**src/adc_pkg.sv**
```systemverilog
// Purpose : shared constants and types for the converter control and readout block
// Assumes : byte-wide internal data bus, one state per clk_sys cycle
// Notes   : addresses are the byte addresses seen on the internal bus
package adc_pkg;

  // ----------------------------------------------------------------
  // register map
  // ----------------------------------------------------------------
  localparam logic [15:0] ADDR_RESULT_BASE = 16'hfee0;
  localparam logic [15:0] ADDR_CTRL_STATUS = 16'hfee8;
  localparam logic [15:0] ADDR_TRIG_CTRL   = 16'hfee9;
  localparam int          RESULT_SEL_LSB   = 1;
  localparam int          RESULT_BASE_LSB  = 3;

  // ----------------------------------------------------------------
  // control/status fields
  // ----------------------------------------------------------------
  localparam int CS_DONE_FLAG   = 7;
  localparam int CS_DONE_IE     = 6;
  localparam int CS_START       = 5;
  localparam int CS_SCAN        = 4;
  localparam int CS_SPEED       = 3;
  localparam int CS_GROUP       = 2;
  localparam int CS_INDEX_HIGH  = 1;
  localparam int CS_INDEX_LOW   = 0;

  // ----------------------------------------------------------------
  // trigger control register
  // ----------------------------------------------------------------
  localparam int         TC_TRIG_EN   = 7;
  localparam logic [7:0] TC_RESET     = 8'h7f;
  localparam logic [6:0] TC_RSVD_ONES = 7'h7f;

  // ----------------------------------------------------------------
  // result layout
  // ----------------------------------------------------------------
  localparam int          RESULT_BITS = 10;
  localparam int          RESULT_PAD  = 6;
  localparam logic [5:0]  RESULT_ZERO = 6'h00;

  // ----------------------------------------------------------------
  // timing, in states; one state is one clk_sys period
  // ----------------------------------------------------------------
  localparam int CLK_PERIOD_NS    = 100;
  localparam int STATE_PERIOD_NS  = 100;
  localparam int SLOW_FIRST_STATE = 274;
  localparam int FAST_FIRST_STATE = 138;
  localparam int SLOW_NEXT_STATE  = 256;
  localparam int FAST_NEXT_STATE  = 128;
  localparam int CNT_W            = 9;
  // longest times: round down
  localparam logic [8:0] SLOW_FIRST_CYC = 9'((SLOW_FIRST_STATE * STATE_PERIOD_NS) / CLK_PERIOD_NS);
  localparam logic [8:0] FAST_FIRST_CYC = 9'((FAST_FIRST_STATE * STATE_PERIOD_NS) / CLK_PERIOD_NS);
  localparam logic [8:0] SLOW_NEXT_CYC  = 9'((SLOW_NEXT_STATE * STATE_PERIOD_NS) / CLK_PERIOD_NS);
  localparam logic [8:0] FAST_NEXT_CYC  = 9'((FAST_NEXT_STATE * STATE_PERIOD_NS) / CLK_PERIOD_NS);
  localparam logic [8:0] CNT_LAST       = 9'h001;

  typedef enum logic [0:0] {
    ADC_IDLE = 1'b0,
    ADC_CONV = 1'b1
  } adc_state_t;

endpackage

```
**src/adc_result_word.sv**
```systemverilog
// Purpose : one 16-bit conversion result register, left-justified
// Assumes : load is a one-cycle strobe from the sequencer
// Notes   : read-only to the bus; only the sequencer writes it
module adc_result_word
(
  input  wire logic        clk_sys,
  input  wire logic        rstn,
  input  wire logic        load,
  input  wire logic [9:0]  code,
  output logic      [15:0] word_q
);

  always_ff @(posedge clk_sys or negedge rstn)
  begin
    if (!rstn)
    begin
      word_q <= 16'h0000;
    end
    else if (load)
    begin
      word_q <= {code, adc_pkg::RESULT_ZERO};
    end
  end

endmodule // adc_result_word

```
**src/adc_control_readout.sv**
```systemverilog
// Purpose : control, sequencing and readout of an eight-input converter
// Assumes : analog_code is the front end's result for analog_channel_q
// Notes   : byte bus; a word read returns both result bytes in one access and also loads holding
// Contract
// - scan repeats selected channels until start cleared
// - bit 4 selects single 0, scan 1
// - bit 3 selects slow 274 or fast 138
// - channel field: group bit plus index
// - trigger enable bit 7, resets to 7f
// - reserved bits ignore writes, read one
// - enabled trigger pin falling edge starts conversion
// - result upper direct, lower via holding register
// - upper read copies lower byte to holding
// - lower read returns holding register contents
// - ten-bit result left-justified, low six zero
// - single mode clears start on completion, halts
// - scan result goes to channel's own register
module adc_control_readout
(
  input  wire logic        clk_sys,
  input  wire logic        rstn,
  input  wire logic [15:0] bus_addr,
  input  wire logic        bus_rd,
  input  wire logic        bus_wr,
  input  wire logic        bus_word,
  input  wire logic [7:0]  bus_wdata,
  output logic      [15:0] bus_rdata_q,
  input  wire logic        standby,
  input  wire logic        external_trigger_pin_n,
  input  wire logic [9:0]  analog_code,
  output logic      [2:0]  analog_channel_q,
  output logic             converting_q,
  output logic             done_flag_q
);

  // ----------------------------------------------------------------
  // state
  // ----------------------------------------------------------------
  adc_pkg::adc_state_t state_q;
  logic        conversion_start_bit_q;
  logic        done_ie_q;
  logic        scan_mode_q;
  logic        conversion_speed_select_q;
  logic        channel_group_select_q;
  logic [1:0]  channel_index_q;
  logic        external_trigger_enable_q;
  logic [8:0]  cnt_q;
  logic [1:0]  cur_q;
  logic [7:0]  hold_q;
  logic        pin_q;
  logic        trig_fire_q;
  logic [3:0]  load_v;
  logic [15:0] result_w [4];

  // ----------------------------------------------------------------
  // decode
  // ----------------------------------------------------------------
  logic       hit_result;
  logic       hit_cs;
  logic       hit_tc;
  logic [1:0] res_sel;
  logic       res_lo;
  logic       upper_rd;
  logic       conv_done;
  logic       scan_last;

  assign hit_result = bus_addr[15:adc_pkg::RESULT_BASE_LSB]
                      == adc_pkg::ADDR_RESULT_BASE[15:adc_pkg::RESULT_BASE_LSB];
  assign hit_cs     = bus_addr == adc_pkg::ADDR_CTRL_STATUS;
  assign hit_tc     = bus_addr == adc_pkg::ADDR_TRIG_CTRL;
  assign res_sel    = bus_addr[adc_pkg::RESULT_SEL_LSB +: 2];
  assign res_lo     = bus_addr[0];
  assign upper_rd   = bus_rd && hit_result && !res_lo;
  assign conv_done  = state_q == adc_pkg::ADC_CONV && cnt_q == adc_pkg::CNT_LAST;
  assign scan_last  = cur_q == channel_index_q;

  // ----------------------------------------------------------------
  // external trigger
  // ----------------------------------------------------------------
  // pin is synchronous: edge found on the first edge it reads low, start set on the next
  // a second flop stage here would push the start past two cycles
  always_ff @(posedge clk_sys or negedge rstn)
  begin
    if (!rstn)
    begin
      pin_q       <= 1'b1;
      trig_fire_q <= 1'b0;
    end
    else
    begin
      pin_q       <= external_trigger_pin_n;
      trig_fire_q <= external_trigger_enable_q && pin_q && !external_trigger_pin_n;
    end
  end

  // ----------------------------------------------------------------
  // trigger control register
  // ----------------------------------------------------------------
  always_ff @(posedge clk_sys or negedge rstn)
  begin
    if (!rstn)
    begin
      external_trigger_enable_q <= adc_pkg::TC_RESET[adc_pkg::TC_TRIG_EN];
    end
    else if (standby)
    begin
      external_trigger_enable_q <= adc_pkg::TC_RESET[adc_pkg::TC_TRIG_EN];
    end
    else if (bus_wr && hit_tc)
    begin
      external_trigger_enable_q <= bus_wdata[adc_pkg::TC_TRIG_EN];
    end
  end

  // ----------------------------------------------------------------
  // control/status register
  // ----------------------------------------------------------------
  // settings are taken as written; changing them mid-conversion is the caller's hazard
  always_ff @(posedge clk_sys or negedge rstn)
  begin
    if (!rstn)
    begin
      done_ie_q                 <= 1'b0;
      scan_mode_q               <= 1'b0;
      conversion_speed_select_q <= 1'b0;
      channel_group_select_q    <= 1'b0;
      channel_index_q           <= 2'b00;
    end
    else if (bus_wr && hit_cs)
    begin
      done_ie_q                 <= bus_wdata[adc_pkg::CS_DONE_IE];
      scan_mode_q               <= bus_wdata[adc_pkg::CS_SCAN];
      conversion_speed_select_q <= bus_wdata[adc_pkg::CS_SPEED];
      channel_group_select_q    <= bus_wdata[adc_pkg::CS_GROUP];
      channel_index_q           <= {bus_wdata[adc_pkg::CS_INDEX_HIGH],
                                    bus_wdata[adc_pkg::CS_INDEX_LOW]};
    end
  end

  // trigger set wins over both software clear and completion clear
  always_ff @(posedge clk_sys or negedge rstn)
  begin
    if (!rstn)
    begin
      conversion_start_bit_q <= 1'b0;
    end
    else if (trig_fire_q)
    begin
      conversion_start_bit_q <= 1'b1;
    end
    else if (bus_wr && hit_cs)
    begin
      conversion_start_bit_q <= bus_wdata[adc_pkg::CS_START];
    end
    else if (conv_done && !scan_mode_q)
    begin
      conversion_start_bit_q <= 1'b0;
    end
  end

  // completion flag: a 0 write clears, a completion in the same cycle wins
  always_ff @(posedge clk_sys or negedge rstn)
  begin
    if (!rstn)
    begin
      done_flag_q <= 1'b0;
    end
    else if (conv_done && (!scan_mode_q || scan_last))
    begin
      done_flag_q <= 1'b1;
    end
    else if (bus_wr && hit_cs && !bus_wdata[adc_pkg::CS_DONE_FLAG])
    begin
      done_flag_q <= 1'b0;
    end
  end

  // ----------------------------------------------------------------
  // sequencer
  // ----------------------------------------------------------------
  always_ff @(posedge clk_sys or negedge rstn)
  begin
    if (!rstn)
    begin
      state_q <= adc_pkg::ADC_IDLE;
      cnt_q   <= adc_pkg::CNT_LAST;
      cur_q   <= 2'b00;
    end
    else if (!conversion_start_bit_q)
    begin
      state_q <= adc_pkg::ADC_IDLE;
    end
    else
    begin
      case (state_q)
        adc_pkg::ADC_IDLE:
        begin
          state_q <= adc_pkg::ADC_CONV;
          // the start edge is the first state, so the count is loaded one short
          cnt_q   <= conversion_speed_select_q
                     ? adc_pkg::FAST_FIRST_CYC - adc_pkg::CNT_LAST
                     : adc_pkg::SLOW_FIRST_CYC - adc_pkg::CNT_LAST;
          cur_q   <= scan_mode_q ? 2'b00 : channel_index_q;
        end
        adc_pkg::ADC_CONV:
        begin
          if (conv_done)
          begin
            if (!scan_mode_q)
            begin
              state_q <= adc_pkg::ADC_IDLE;
            end
            else
            begin
              cnt_q <= conversion_speed_select_q ? adc_pkg::FAST_NEXT_CYC
                                                 : adc_pkg::SLOW_NEXT_CYC;
              cur_q <= scan_last ? 2'b00 : cur_q + 2'b01;
            end
          end
          else
          begin
            cnt_q <= cnt_q - adc_pkg::CNT_LAST;
          end
        end
        default:
        begin
          state_q <= adc_pkg::ADC_IDLE;
        end
      endcase
    end
  end

  always_ff @(posedge clk_sys or negedge rstn)
  begin
    if (!rstn)
    begin
      analog_channel_q <= 3'h0;
      converting_q     <= 1'b0;
    end
    else
    begin
      analog_channel_q <= {channel_group_select_q, cur_q};
      converting_q     <= state_q == adc_pkg::ADC_CONV;
    end
  end

  // ----------------------------------------------------------------
  // result registers
  // ----------------------------------------------------------------
  // register index is the channel's low two bits in both groups
  always_comb
  begin
    load_v = 4'h0;
    if (conv_done && conversion_start_bit_q)
    begin
      load_v[cur_q] = 1'b1;
    end
  end

  for (genvar i = 0; i < 4; i++)
  begin : g_res
    adc_result_word u_res
    (
      .clk_sys (clk_sys),
      .rstn    (rstn),
      .load    (load_v[i]),
      .code    (analog_code),
      .word_q  (result_w[i])
    );
  end

  // ----------------------------------------------------------------
  // readout
  // ----------------------------------------------------------------
  always_ff @(posedge clk_sys or negedge rstn)
  begin
    if (!rstn)
    begin
      hold_q <= 8'h00;
    end
    else if (upper_rd)
    begin
      hold_q <= result_w[res_sel][7:0];
    end
  end

  // writes to results and holding fall through: nothing decodes them
  always_ff @(posedge clk_sys or negedge rstn)
  begin
    if (!rstn)
    begin
      bus_rdata_q <= 16'h0000;
    end
    else if (bus_rd)
    begin
      bus_rdata_q <= 16'h0000;
      if (hit_result && bus_word)
      begin
        bus_rdata_q <= result_w[res_sel];
      end
      else if (hit_result && res_lo)
      begin
        bus_rdata_q[7:0] <= hold_q;
      end
      else if (hit_result)
      begin
        bus_rdata_q[7:0] <= result_w[res_sel][15:8];
      end
      else if (hit_cs)
      begin
        bus_rdata_q[7:0] <= {done_flag_q, done_ie_q, conversion_start_bit_q, scan_mode_q,
                             conversion_speed_select_q, channel_group_select_q,
                             channel_index_q};
      end
      else if (hit_tc)
      begin
        bus_rdata_q[7:0] <= {external_trigger_enable_q, adc_pkg::TC_RSVD_ONES};
      end
    end
  end
endmodule // adc_control_readout

```
**config.mk**
```make
export PLATFORM = sky130hd
export DESIGN_NAME = adc_control_readout
export DESIGN_NICKNAME = d
export VERILOG_FILES = /design/src/adc_pkg.sv /design/src/adc_result_word.sv /design/src/adc_control_readout.sv
export SDC_FILE = /design/constraint.sdc
export NUM_CORES = 1
export LEC_CHECK = 0
export BUFFER_PORTS_ARGS = -buffer_cell sky130_fd_sc_hd__buf_2
export CELL_PAD_IN_SITES_DETAIL_PLACEMENT = 1
export CELL_PAD_IN_SITES_GLOBAL_PLACEMENT = 1
export CORE_UTILIZATION = 44
export CTS_CLUSTER_SIZE = 20
export DETAILED_ROUTE_END_ITERATION = 7
export PLACE_DENSITY = 0.81
export SLEW_MARGIN = 40
export SYNTH_ARGS = -nofsm -noshare
export SYNTH_HDL_FRONTEND = slang
export SYNTH_HIERARCHICAL = 1
export SYNTH_SLANG_ARGS = --single-unit
```
**constraint.sdc**
```tcl
create_clock -name clk_sys -period 3.22 [get_ports clk_sys]
set_clock_uncertainty 0.1 [all_clocks]
set_input_delay 0.805 -clock clk_sys [delete_from_list [all_inputs] [get_ports clk_sys]]
set_output_delay 0.805 -clock clk_sys [all_outputs]
set_load 0.01 [all_outputs]
```
After elaboration in Yosys (flattened, before gate mapping)
Cells that the tools add are included.

Register bits after elaboration: 91. Input port bits: 41. Output and inout port bits: 21. Logic and storage cells: 93.

$add $sub $neg: 2. Magnitude comparators: 3. Eq/ne operators: 8. Mux-type cells: 33. Bitwise operators: 2. Reduce and logical (&&, ||, !) cells: 24.

Operators with widths (count): $mux 8 (6); $mux 9 (4); $bmux 16 s2 (1); $eq 16x16->1 const B (2); $mux 16 (2); $pmux 9 s2 (1); $logic_and 1x1->1 (14); $eq 13x13->1 const B (1); $mux 1 (11); $eq 9x1->1 const B (1); $sub 9x1->9 const B (1); $mux 2 (4); $logic_not 1->1 (4); $mux 4 (1); $ne 2x1->1 const B (2); $pmux 2 s2 (1); $reduce_bool 2->1 (2); $ge 3x3->1 const B (1); $lt 2x3->1 const B (1); $ne 3x3->1 const B (1); $not 2->3 (1); $reduce_and 3->1 (1); $reduce_bool 3->1 (1); $add 2x1->2 const B (1); other kinds (7) (7).

Logic depth before layout (Yosys ltp)
Gate-level depths: netlist of run 1.

Word-level depth: 7. Mapped depth: 8. Gate-level depth less buffers: 7.

Modules after synthesis
Netlist of run 1, hierarchy kept.

Modules (own cells, without submodules): adc_control_readout (times used 1, cells an instance 276, area each 2997.9 um^2, sequential area each 1278.7 um^2); adc_result_word (times used 4, cells an instance 28, area each 460.4 um^2, sequential area each 250.2 um^2).

Least setup slack after synthesis of run 1
OpenSTA, ideal clock, no wires.

Path kind: input to register. Start: input port bus_addr[1]. End: register bus_rdata_q[6]. Arrival: 2.186 ns. Data required time: 2.986 ns. Path slack: 0.800 ns. Stages: 6. Path buffers: 2. Cells stage by stage: buf_2 -> buf_2 -> mux4_2 -> mux2i_1 -> and2_1 -> o22ai_1.

Word-level cells in the longest chain between the ends: 7. Elaborated cells between the ends (all ways): 11.

Ends and longest elaborated chain: from (decl) (RTL line adc_control_readout.sv:22) `input wire logic [15:0] bus_addr,`; parallel branches: the longest is 6 deep, another holds $eq 16x16->1; $mux 8 * (RTL line adc_control_readout.sv:297) `if (hit_result && bus_word)`; to (signal assigned) (RTL line adc_control_readout.sv:299) `bus_rdata_q <= result_w[res_sel];`; to (signal assigned) (RTL line adc_control_readout.sv:303) `bus_rdata_q[7:0] <= hold_q;`; to (signal assigned) (RTL line adc_control_readout.sv:307) `bus_rdata_q[7:0] <= result_w[res_sel][15:8];`; to (decl) (RTL line adc_control_readout.sv:27) `output logic [15:0] bus_rdata_q,`.

Mark *: on every way between the ends. The select of a mux whose other input is x is not followed. A chain may end at the register's enable or synchronous reset.

Final worst setup path of run 1
Start: register cnt_q[0]. End: register g_res[3].u_res.word_q[7].

Word-level cells in the longest chain between the ends: 4.

Ends and longest elaborated chain: from (decl) (RTL line adc_control_readout.sv:47) `logic [8:0] cnt_q;`; from (signal assigned) (RTL line adc_control_readout.sv:186) `cnt_q <= adc_pkg::CNT_LAST;`; from (signal assigned) (RTL line adc_control_readout.sv:200) `cnt_q <= conversion_speed_select_q`; from (signal assigned) (RTL line adc_control_readout.sv:215) `cnt_q <= conversion_speed_select_q ? adc_pkg::FAST_NEXT_CYC`; $eq 9x1->1 (RTL line adc_control_readout.sv:74) `assign conv_done = state_q == adc_pkg::ADC_CONV && cnt_q == adc_pkg::CNT_LAST;`; $logic_and 1x1->1 (RTL line adc_control_readout.sv:74); $logic_and 1x1->1 (RTL line adc_control_readout.sv:254) `if (conv_done && conversion_start_bit_q)`; $mux 4 (RTL line adc_control_readout.sv:254); named net load_v[3] (RTL line adc_control_readout.sv:52) `logic [3:0] load_v;`; to (signal assigned) (RTL line adc_result_word.sv:21) `word_q <= {code, adc_pkg::RESULT_ZERO};`; to (decl) (RTL line adc_result_word.sv:10) `output logic [15:0] word_q`.

The timed path passes the listed nets, and every way through them passes these cells.

==> impl_results.md, run 1 <==
* GP Congestion at approximately 0.81
* Syn Area/Cell at roughly 12 um2
* Worst-margin pin slew at ~0.85 ns
* Crit path largest cell delay at around 0.58 ns
* DRC Markers at 0
* Final Cell Area at approximately 5400 um2
* FFs w/ async S/R, synth at 1.00
* Worst r2r dst: g_res[3].u_res/word_q[7]
* DP Area at around 5200 um2
* Setup Buffers After CTS at 0
* Crit-path slowest cell: dfstp_2
* Routed len/inst at 19.9 um
* Flops & latches, synth at 91
* Largest net degree at the start of global routing at ~50
* Area of the multi-input gates at about 2300 um2
* Worst hold-check path type: input pin to asynchronous set/reset pin
* Worst path required time at between 3 and 4 ns
* Cell area after synthesis at just under 5000 um2
* CTS tree: built
* Clk sinks at ~90
* Chip height at approximately 110 um
* RSZ-0062 raised after global routing: no
* CTS max path bufs at 2
* Critical path peak fanout at 10
* Finished Layout Cells at between 500 and 600
* H-tree levels at 3
* Core area at approximately 11000 um2
* Area grow syn2layout at 11.7%
* EDFF count, synth at 0
* Worst Setup End Kind: register
* Register area at around 2300 um2
* Hold_buf cts at 0
* CP Launch Type: register
* Critical path arrival at approximately 2.8 ns
* Commonest non-fill, non-tap cell in the layout: dfrtp_1
* Max frequency at roughly 380 MHz
* Cell Int Power at between 1500 and 2000 uW
* Clock power share at 0.304
* First-pass GRT wire length at between 15 and 20 mm
* Max IR drop VDD at ~0.32 mV
* Setup TNS at 0 ns
* Seq/Total Area, Yosys at 0.471
* FP Rows at 37
* Tcrit/Tclk final at 0.810
* FF-to-FF path depth at 6
* Relative slew slack at 0.428
* Detailed Place HPWL at ~8.1 mm
* CTS buffer count at 9
* Tot GR Track Use at 0.228
* Sequential share of power at 0.513
* Router iterations before antenna repair at 4
* Gates resized, CTS repair at 0
* CTS Root Cell: clkbuf_8
* Final-report max-slew violation count at 0
* Gate power share at 0.183
* Via Count at around 3.3k
* Worst-path clk slew at approximately 0.090 ns
* Dpl cells at approximately 570
* R2R setup slack at around 0.6 ns
* Cell variety after synth at 55
* Fraction of final layout cells sized beyond drive strength 1 at 0.376
* Endpoints failing setup at 0
* Vias in the first global route at between 3k and 4k
* Lkg Pwr at 0.00253 uW
* Number of antenna diodes at 0
* I/O pins at a little over 60
* Initial Util at 0.461
* Max Cap Violations at 0
* Cells along the critical path: ha_1 -> or4b_4 -> nor2_1 -> and4_1 -> buf_4 -> mux2_4
* Worst setup path class: register to register
* Die area at between 10000 and 15000 um2
* Worst flop-to-flop path startpoint: cnt_q[0]
* Synthesized instance count at ~390
* Post-route ant nets at 0
* Most frequent cells in the layout: dfrtp_1 (89), buf_2 (60), mux2_4 (40)
* Final net count at between 400 and 500
* Outcome: finished clean
* Global route overflow at 0
* Clock latency on the worst-skew pair at ~0.37 ns
* Final WL at ~12 mm
* NetSw at approximately 810 uW
* Fin. Hold Viols at 0
* Vias/cell at between 5 and 6
* Initial antenna violation count at 0
* Ys Warns at 6
* Switching Share at 0.302
* Pre-CTS setup slack at 0.369 ns
* Die X at between 100 and 150 um
* Drt initial violations at 110
* Worst path bufs/invs at 1
* Final worst path period need at 2.61 ns
* CP top delay family: simple AND/OR/NAND/NOR gates
* Most used DFF post-synth: dfrtp_1
* Min setup slack post-route at roughly 0.6 ns
* Power per cell area at 495 nW/um2
* I/O Buffers at 61
* Fillers at around 1.1k
registers in the layout, indices dropped and copies added, names as in the netlist:
| signal | count |
|---|---|
| done_flag_q | 1 |
| cur_q | 2 |
| channel_group_select_q | 1 |
| external_trigger_enable_q | 1 |
| trig_fire_q | 1 |
| conversion_start_bit_q | 1 |
| converting_q | 1 |
| channel_index_q | 2 |
| scan_mode_q | 1 |
| hold_q | 8 |
| bus_rdata_q | 16 |
| conversion_speed_select_q | 1 |
| done_ie_q | 1 |
| cnt_q | 9 |
| g_res.u_res/word_q | 40 |
| state_q | 1 |
| pin_q | 1 |
| analog_channel_q | 3 |
synthesized netlist by cell type (all sizes together), types with 4 or more instances:
cell / number / area, um2
a21oi: 6 / 30.0
a2bb2oi: 6 / 52.6
a31oi: 8 / 50.1
and4: 4 / 35.0
buf: 32 / 244
clkbuf: 11 / 41.3
conb: 4 / 15.0
dfrtp: 89 / 2230
ha: 6 / 75.1
inv: 18 / 67.6
mux2: 59 / 815
mux2i: 6 / 60.1
mux4: 16 / 360
nand2: 16 / 60.1
nand3: 11 / 55.1
nor2: 21 / 78.8
nor3: 5 / 25.0
nor4: 6 / 43.8
o21ai: 18 / 90.1
o22ai: 4 / 25.0
layout make-up:
| type | instances | share of cell area |
|---|---|---|
| clock buffer | 12 | 0.0287 |
| clock inverter | 4 | 0.00903 |
| inverter | 18 | 0.0125 |
| multi-input combinational | 256 | 0.423 |
| sequential | 91 | 0.422 |
| tap | 136 | 0.0315 |
| timing repair buffer | 71 | 0.0731 |
power groups by stage:
stage               Sequential (uW)  Combinational (uW)  Clock (uW)
detailed placement             1390                 480           0
finish                         1370                 489         815
floorplan                      1350                 359           0
CTS                            1370                 490         835
global placement               1380                 458           0
global route                   1390                 549         877
per-layer routing:
metal / routed length, um / GRT usage
met5: 0 / 0
met4: 236 / 0.0841
met3: 390 / 0.0462
met2: 5780 / 0.376
met1: 5310 / 0.299
kinds of logic (layout without fill, tap and decap cells):
logic type	after synthesis	in the layout	synth area share
flip-flops	91	91	0.471
AND/OR/NAND/NOR	87	87	0.100
multiplexers	81	81	0.255
buffers and inverters	61	105	0.0729
AO/OA/AOI/OAI	56	56	0.0786
adder cells (fa/ha/maj)	6	6	0.0155
other	4	24	0.00310
XOR/XNOR	2	2	0.00362
worst max path at each step:
stage                 from                        end  slack, ns  depth (start not counted)
6_report          cnt_q[0]   g_res[3].u_res/word_q[7]       0.61                          6
5_1_grt           cnt_q[0]  g_res[0].u_res/word_q[11]       0.55                          6
4_1_cts           cnt_q[0]   g_res[0].u_res/word_q[9]       0.63                          6
3_5_place_dp   bus_addr[8]                  hold_q[6]       0.37                          5
3_3_place_gp   bus_addr[8]                  hold_q[0]       0.51                          5
2_1_floorplan  bus_addr[1]             bus_rdata_q[6]       0.80                          6
per-stage QoR:
step | utilization | hold slack, ns | power [uW]
finish | 0.514 | 0.326 | 2680
global route | 0.514 | 0.350 | 2810
CTS | 0.514 | 0.328 | 2690
detailed placement | 0.495 | 0.310 | 1870
global placement | 0.495 | 0.294 | 1830
floorplan | - | 0.270 | 1710
worst reg2reg max path, delay by kind of cell (launching register included):
family	cells	cell delay, ns
buf+inv	1	0.27
flops	1	0.58
mux	1	0.33
fa+ha+maj	1	0.18
simple gates	3	1.03
Note: power is estimated with default switching activity, not from simulation.
==> inputs of run 2 (changes only) <==
--- a/config.mk
+++ b/config.mk
@@ -8,10 +8,10 @@
 export BUFFER_PORTS_ARGS = -buffer_cell sky130_fd_sc_hd__buf_2
 export CELL_PAD_IN_SITES_DETAIL_PLACEMENT = 1
 export CELL_PAD_IN_SITES_GLOBAL_PLACEMENT = 1
-export CORE_UTILIZATION = 44
+export CORE_UTILIZATION = 43
 export CTS_CLUSTER_SIZE = 20
 export DETAILED_ROUTE_END_ITERATION = 7
-export PLACE_DENSITY = 0.81
+export PLACE_DENSITY = 0.83
 export SLEW_MARGIN = 40
 export SYNTH_ARGS = -nofsm -noshare
 export SYNTH_HDL_FRONTEND = slang
==> constraint.sdc (replaced) <==
create_clock -name clk_sys -period 2.1 [get_ports clk_sys]
set_clock_uncertainty 0.1 [all_clocks]
set_input_delay 0.525 -clock clk_sys [delete_from_list [all_inputs] [get_ports clk_sys]]
set_output_delay 0.525 -clock clk_sys [all_outputs]
set_load 0.01 [all_outputs]
==> run 2 against run 1 <==
Effect of this change: the flow now finishes with violations (setup timing); first-iteration DRC count grew 39%; core utilization grew 2.9 points; worst setup slack lost 0.84 ns; die area increased by 2.3%; combinational power grew to 2.8 times the previous value; hold slack lost 0.18 ns; final cell count rose by 8.0%; critical path depth did not move; sequential share of layout area fell by 3.6 points; critical endpoint is now g_res[2].u_res/word_q[14]; highest routed layer unchanged.
==> impl_results.md, run 2 (synthesis gave the netlist of run 1 again) <==
* I/O pins at a little over 60
* Min setup slack post-route at -0.228 ns
* Area of the multi-input gates at approximately 2400 um2
* Max IR drop VDD at around 0.39 mV
* Critical Path End: g_res[2].u_res/word_q[14]
* Die X at around 110 um
* H-tree levels at 3
* Largest register by flop count: g_res.u_res/word_q
* Fin util at 0.543
* Number of antenna diodes at 0
* CTS tree: built
* Critical path peak fanout at 10
* Worst Setup End Kind: register
* Top Registers: g_res.u_res/word_q (40), bus_rdata_q (16), cnt_q (9)
* Worst-margin pin slew at 0.534 ns
* Chip height at around 110 um
* Failing checks: setup timing
* Post-route ant nets at 0
* RSZ-0062 raised after global routing: yes
* Power per cell area at just under 800 nW/um2
* Max frequency at 430 MHz
* Worst flop-to-flop path startpoint: cnt_q[0]
* Routed len/inst at about 21 um
* Worst path required time at approximately 2.3 ns
* Worst setup path class: register to register
* DRC Markers at 0
* Final worst path period need at between 2 and 2.5 ns
* DP Area at 5510 um2
* Vias in the first global route at 3905
* CTS max path bufs at 2
* Outcome: complete, but fails checks
* Vias/cell at 5.52
* CP Launch Type: register
* GP Congestion at 0.877
* Fraction of final layout cells sized beyond drive strength 1 at 0.467
* Most frequent cells in the layout: dfrtp_1 (89), buf_2 (60), mux2_4 (40), buf_4 (40), conb_1 (24)
* Worst r2r dst: g_res[2].u_res/word_q[14]
* Min Hold Slack at roughly 0.15 ns
* Initial Util at 0.444
* Number of flip-flops in the largest register at 40
* Final-report max-slew violation count at 0
* Core area at approximately 11000 um2
* Fin. Hold Viols at 0
* Endpoints failing setup at 50
* I/O Buffers at 61
* Clk sinks at between 90 and 100
* First-pass GRT wire length at approximately 21 mm
* Drt initial violations at approximately 150
* Worst hold start: external_trigger_pin_n
* Crit. Startpoint: cnt_q[0]
* Final WL at between 10 and 15 mm
* Fillers at roughly 1.1k
* Largest net degree at the start of global routing at 48
* Detailed Place HPWL at roughly 9.6 mm
* Router iterations before antenna repair at 5
* FF-to-FF path depth at 6
* Final Cell Area at a little under 6000 um2
* Tcrit/Tclk final at 1.11
* Die area at around 12000 um2
* Relative slew slack at 0.644
* Critical path arrival at 2.50 ns
* Register area at roughly 2300 um2
* Max Cap Violations at 0
* R2R setup slack at -0.23 ns
* Via Count at approximately 3.5k
* Initial antenna violation count at 0
* CTS buffer count at 9
* Final net count at between 500 and 600
* Area grow syn2layout at 22.2%
* Commonest non-fill, non-tap cell in the layout: dfrtp_1
* FP Rows at 38
* Global route overflow at 0
* Worst-path clk slew at 0.09 ns
* CTS Root Cell: clkbuf_8
* Lkg Pwr at 0.00277 uW
* Worst hold-check path type: input pin to register
* Clock latency on the worst-skew pair at 0.40 ns
* Tot GR Track Use at 0.243
-- run 2: final cells by class --
cell class	count	share of cell area
clock buffer	10	0.0216
sequential	91	0.385
inverter	18	0.0114
tap	140	0.0296
timing repair buffer	114	0.133
multi-input combinational	256	0.408
clock inverter	6	0.0110
-- run 2: worst min path at each step --
stage / endpoint / slack [ns] / cells past startpoint
after floorplan: analog_channel_q[0] / 0.13 / 0
after global placement: analog_channel_q[2] / 0.29 / 0
after detailed placement: analog_channel_q[2] / 0.30 / 0
after CTS: pin_q / 0.15 / 1
after global routing: pin_q / 0.15 / 1
final: pin_q / 0.15 / 1
-- run 2: timing repair --
action,4_1_cts,5_1_grt
gates cloned,0,0
hold endpoints to repair,24,0
hold buffers,1,0
buffers inserted,2,3
resized for setup,15,23
pin swaps,4,8
setup endpoints to repair,50,52
-- run 2: per-layer routing --
layer	share of wire	wire length (um)	global-route usage	up-vias
li1	-	-	-	1567
met1	0.42	5680	0.297	1828
met3	0.032	437	0.0464	24
met5	0	0	0	-
met4	0.028	378	0.106	0
met2	0.52	7140	0.418	84
-- run 2: power by group --
| group | leakage (uW) | internal, uW | switching (uW) | total (uW) |
|---|---|---|---|---|
| Combinational | 0.00145 | 673 | 712 | 1380 |
| Sequential | 0.00122 | 1910 | 136 | 2040 |
| Clock | 0.0000966 | 553 | 681 | 1230 |
-- run 2: worst max-delay path, stage by stage (launching register included) --
cell and delay (ns):
dfstp_2 0.57, ha_4 0.14, or4b_4 0.49, nor2_4 0.19, and4_4 0.25, buf_12 0.15, mux2_4 0.31
-- run 2: metrics by stage --
step | cells | worst slack, ns | setup TNS [ns] | total power (uW)
3_5_place_dp | 613 | -0.312 | -11.10 | 3130
3_3_place_gp | 613 | -0.140 | -6.11 | 3040
6_report | 635 | -0.228 | -9.96 | 4660
5_1_grt | 635 | -0.287 | -12.16 | 4840
2_1_floorplan | 408 | -0.0891 | -3.76 | 2640
4_1_cts | 632 | -0.179 | -7.21 | 4400
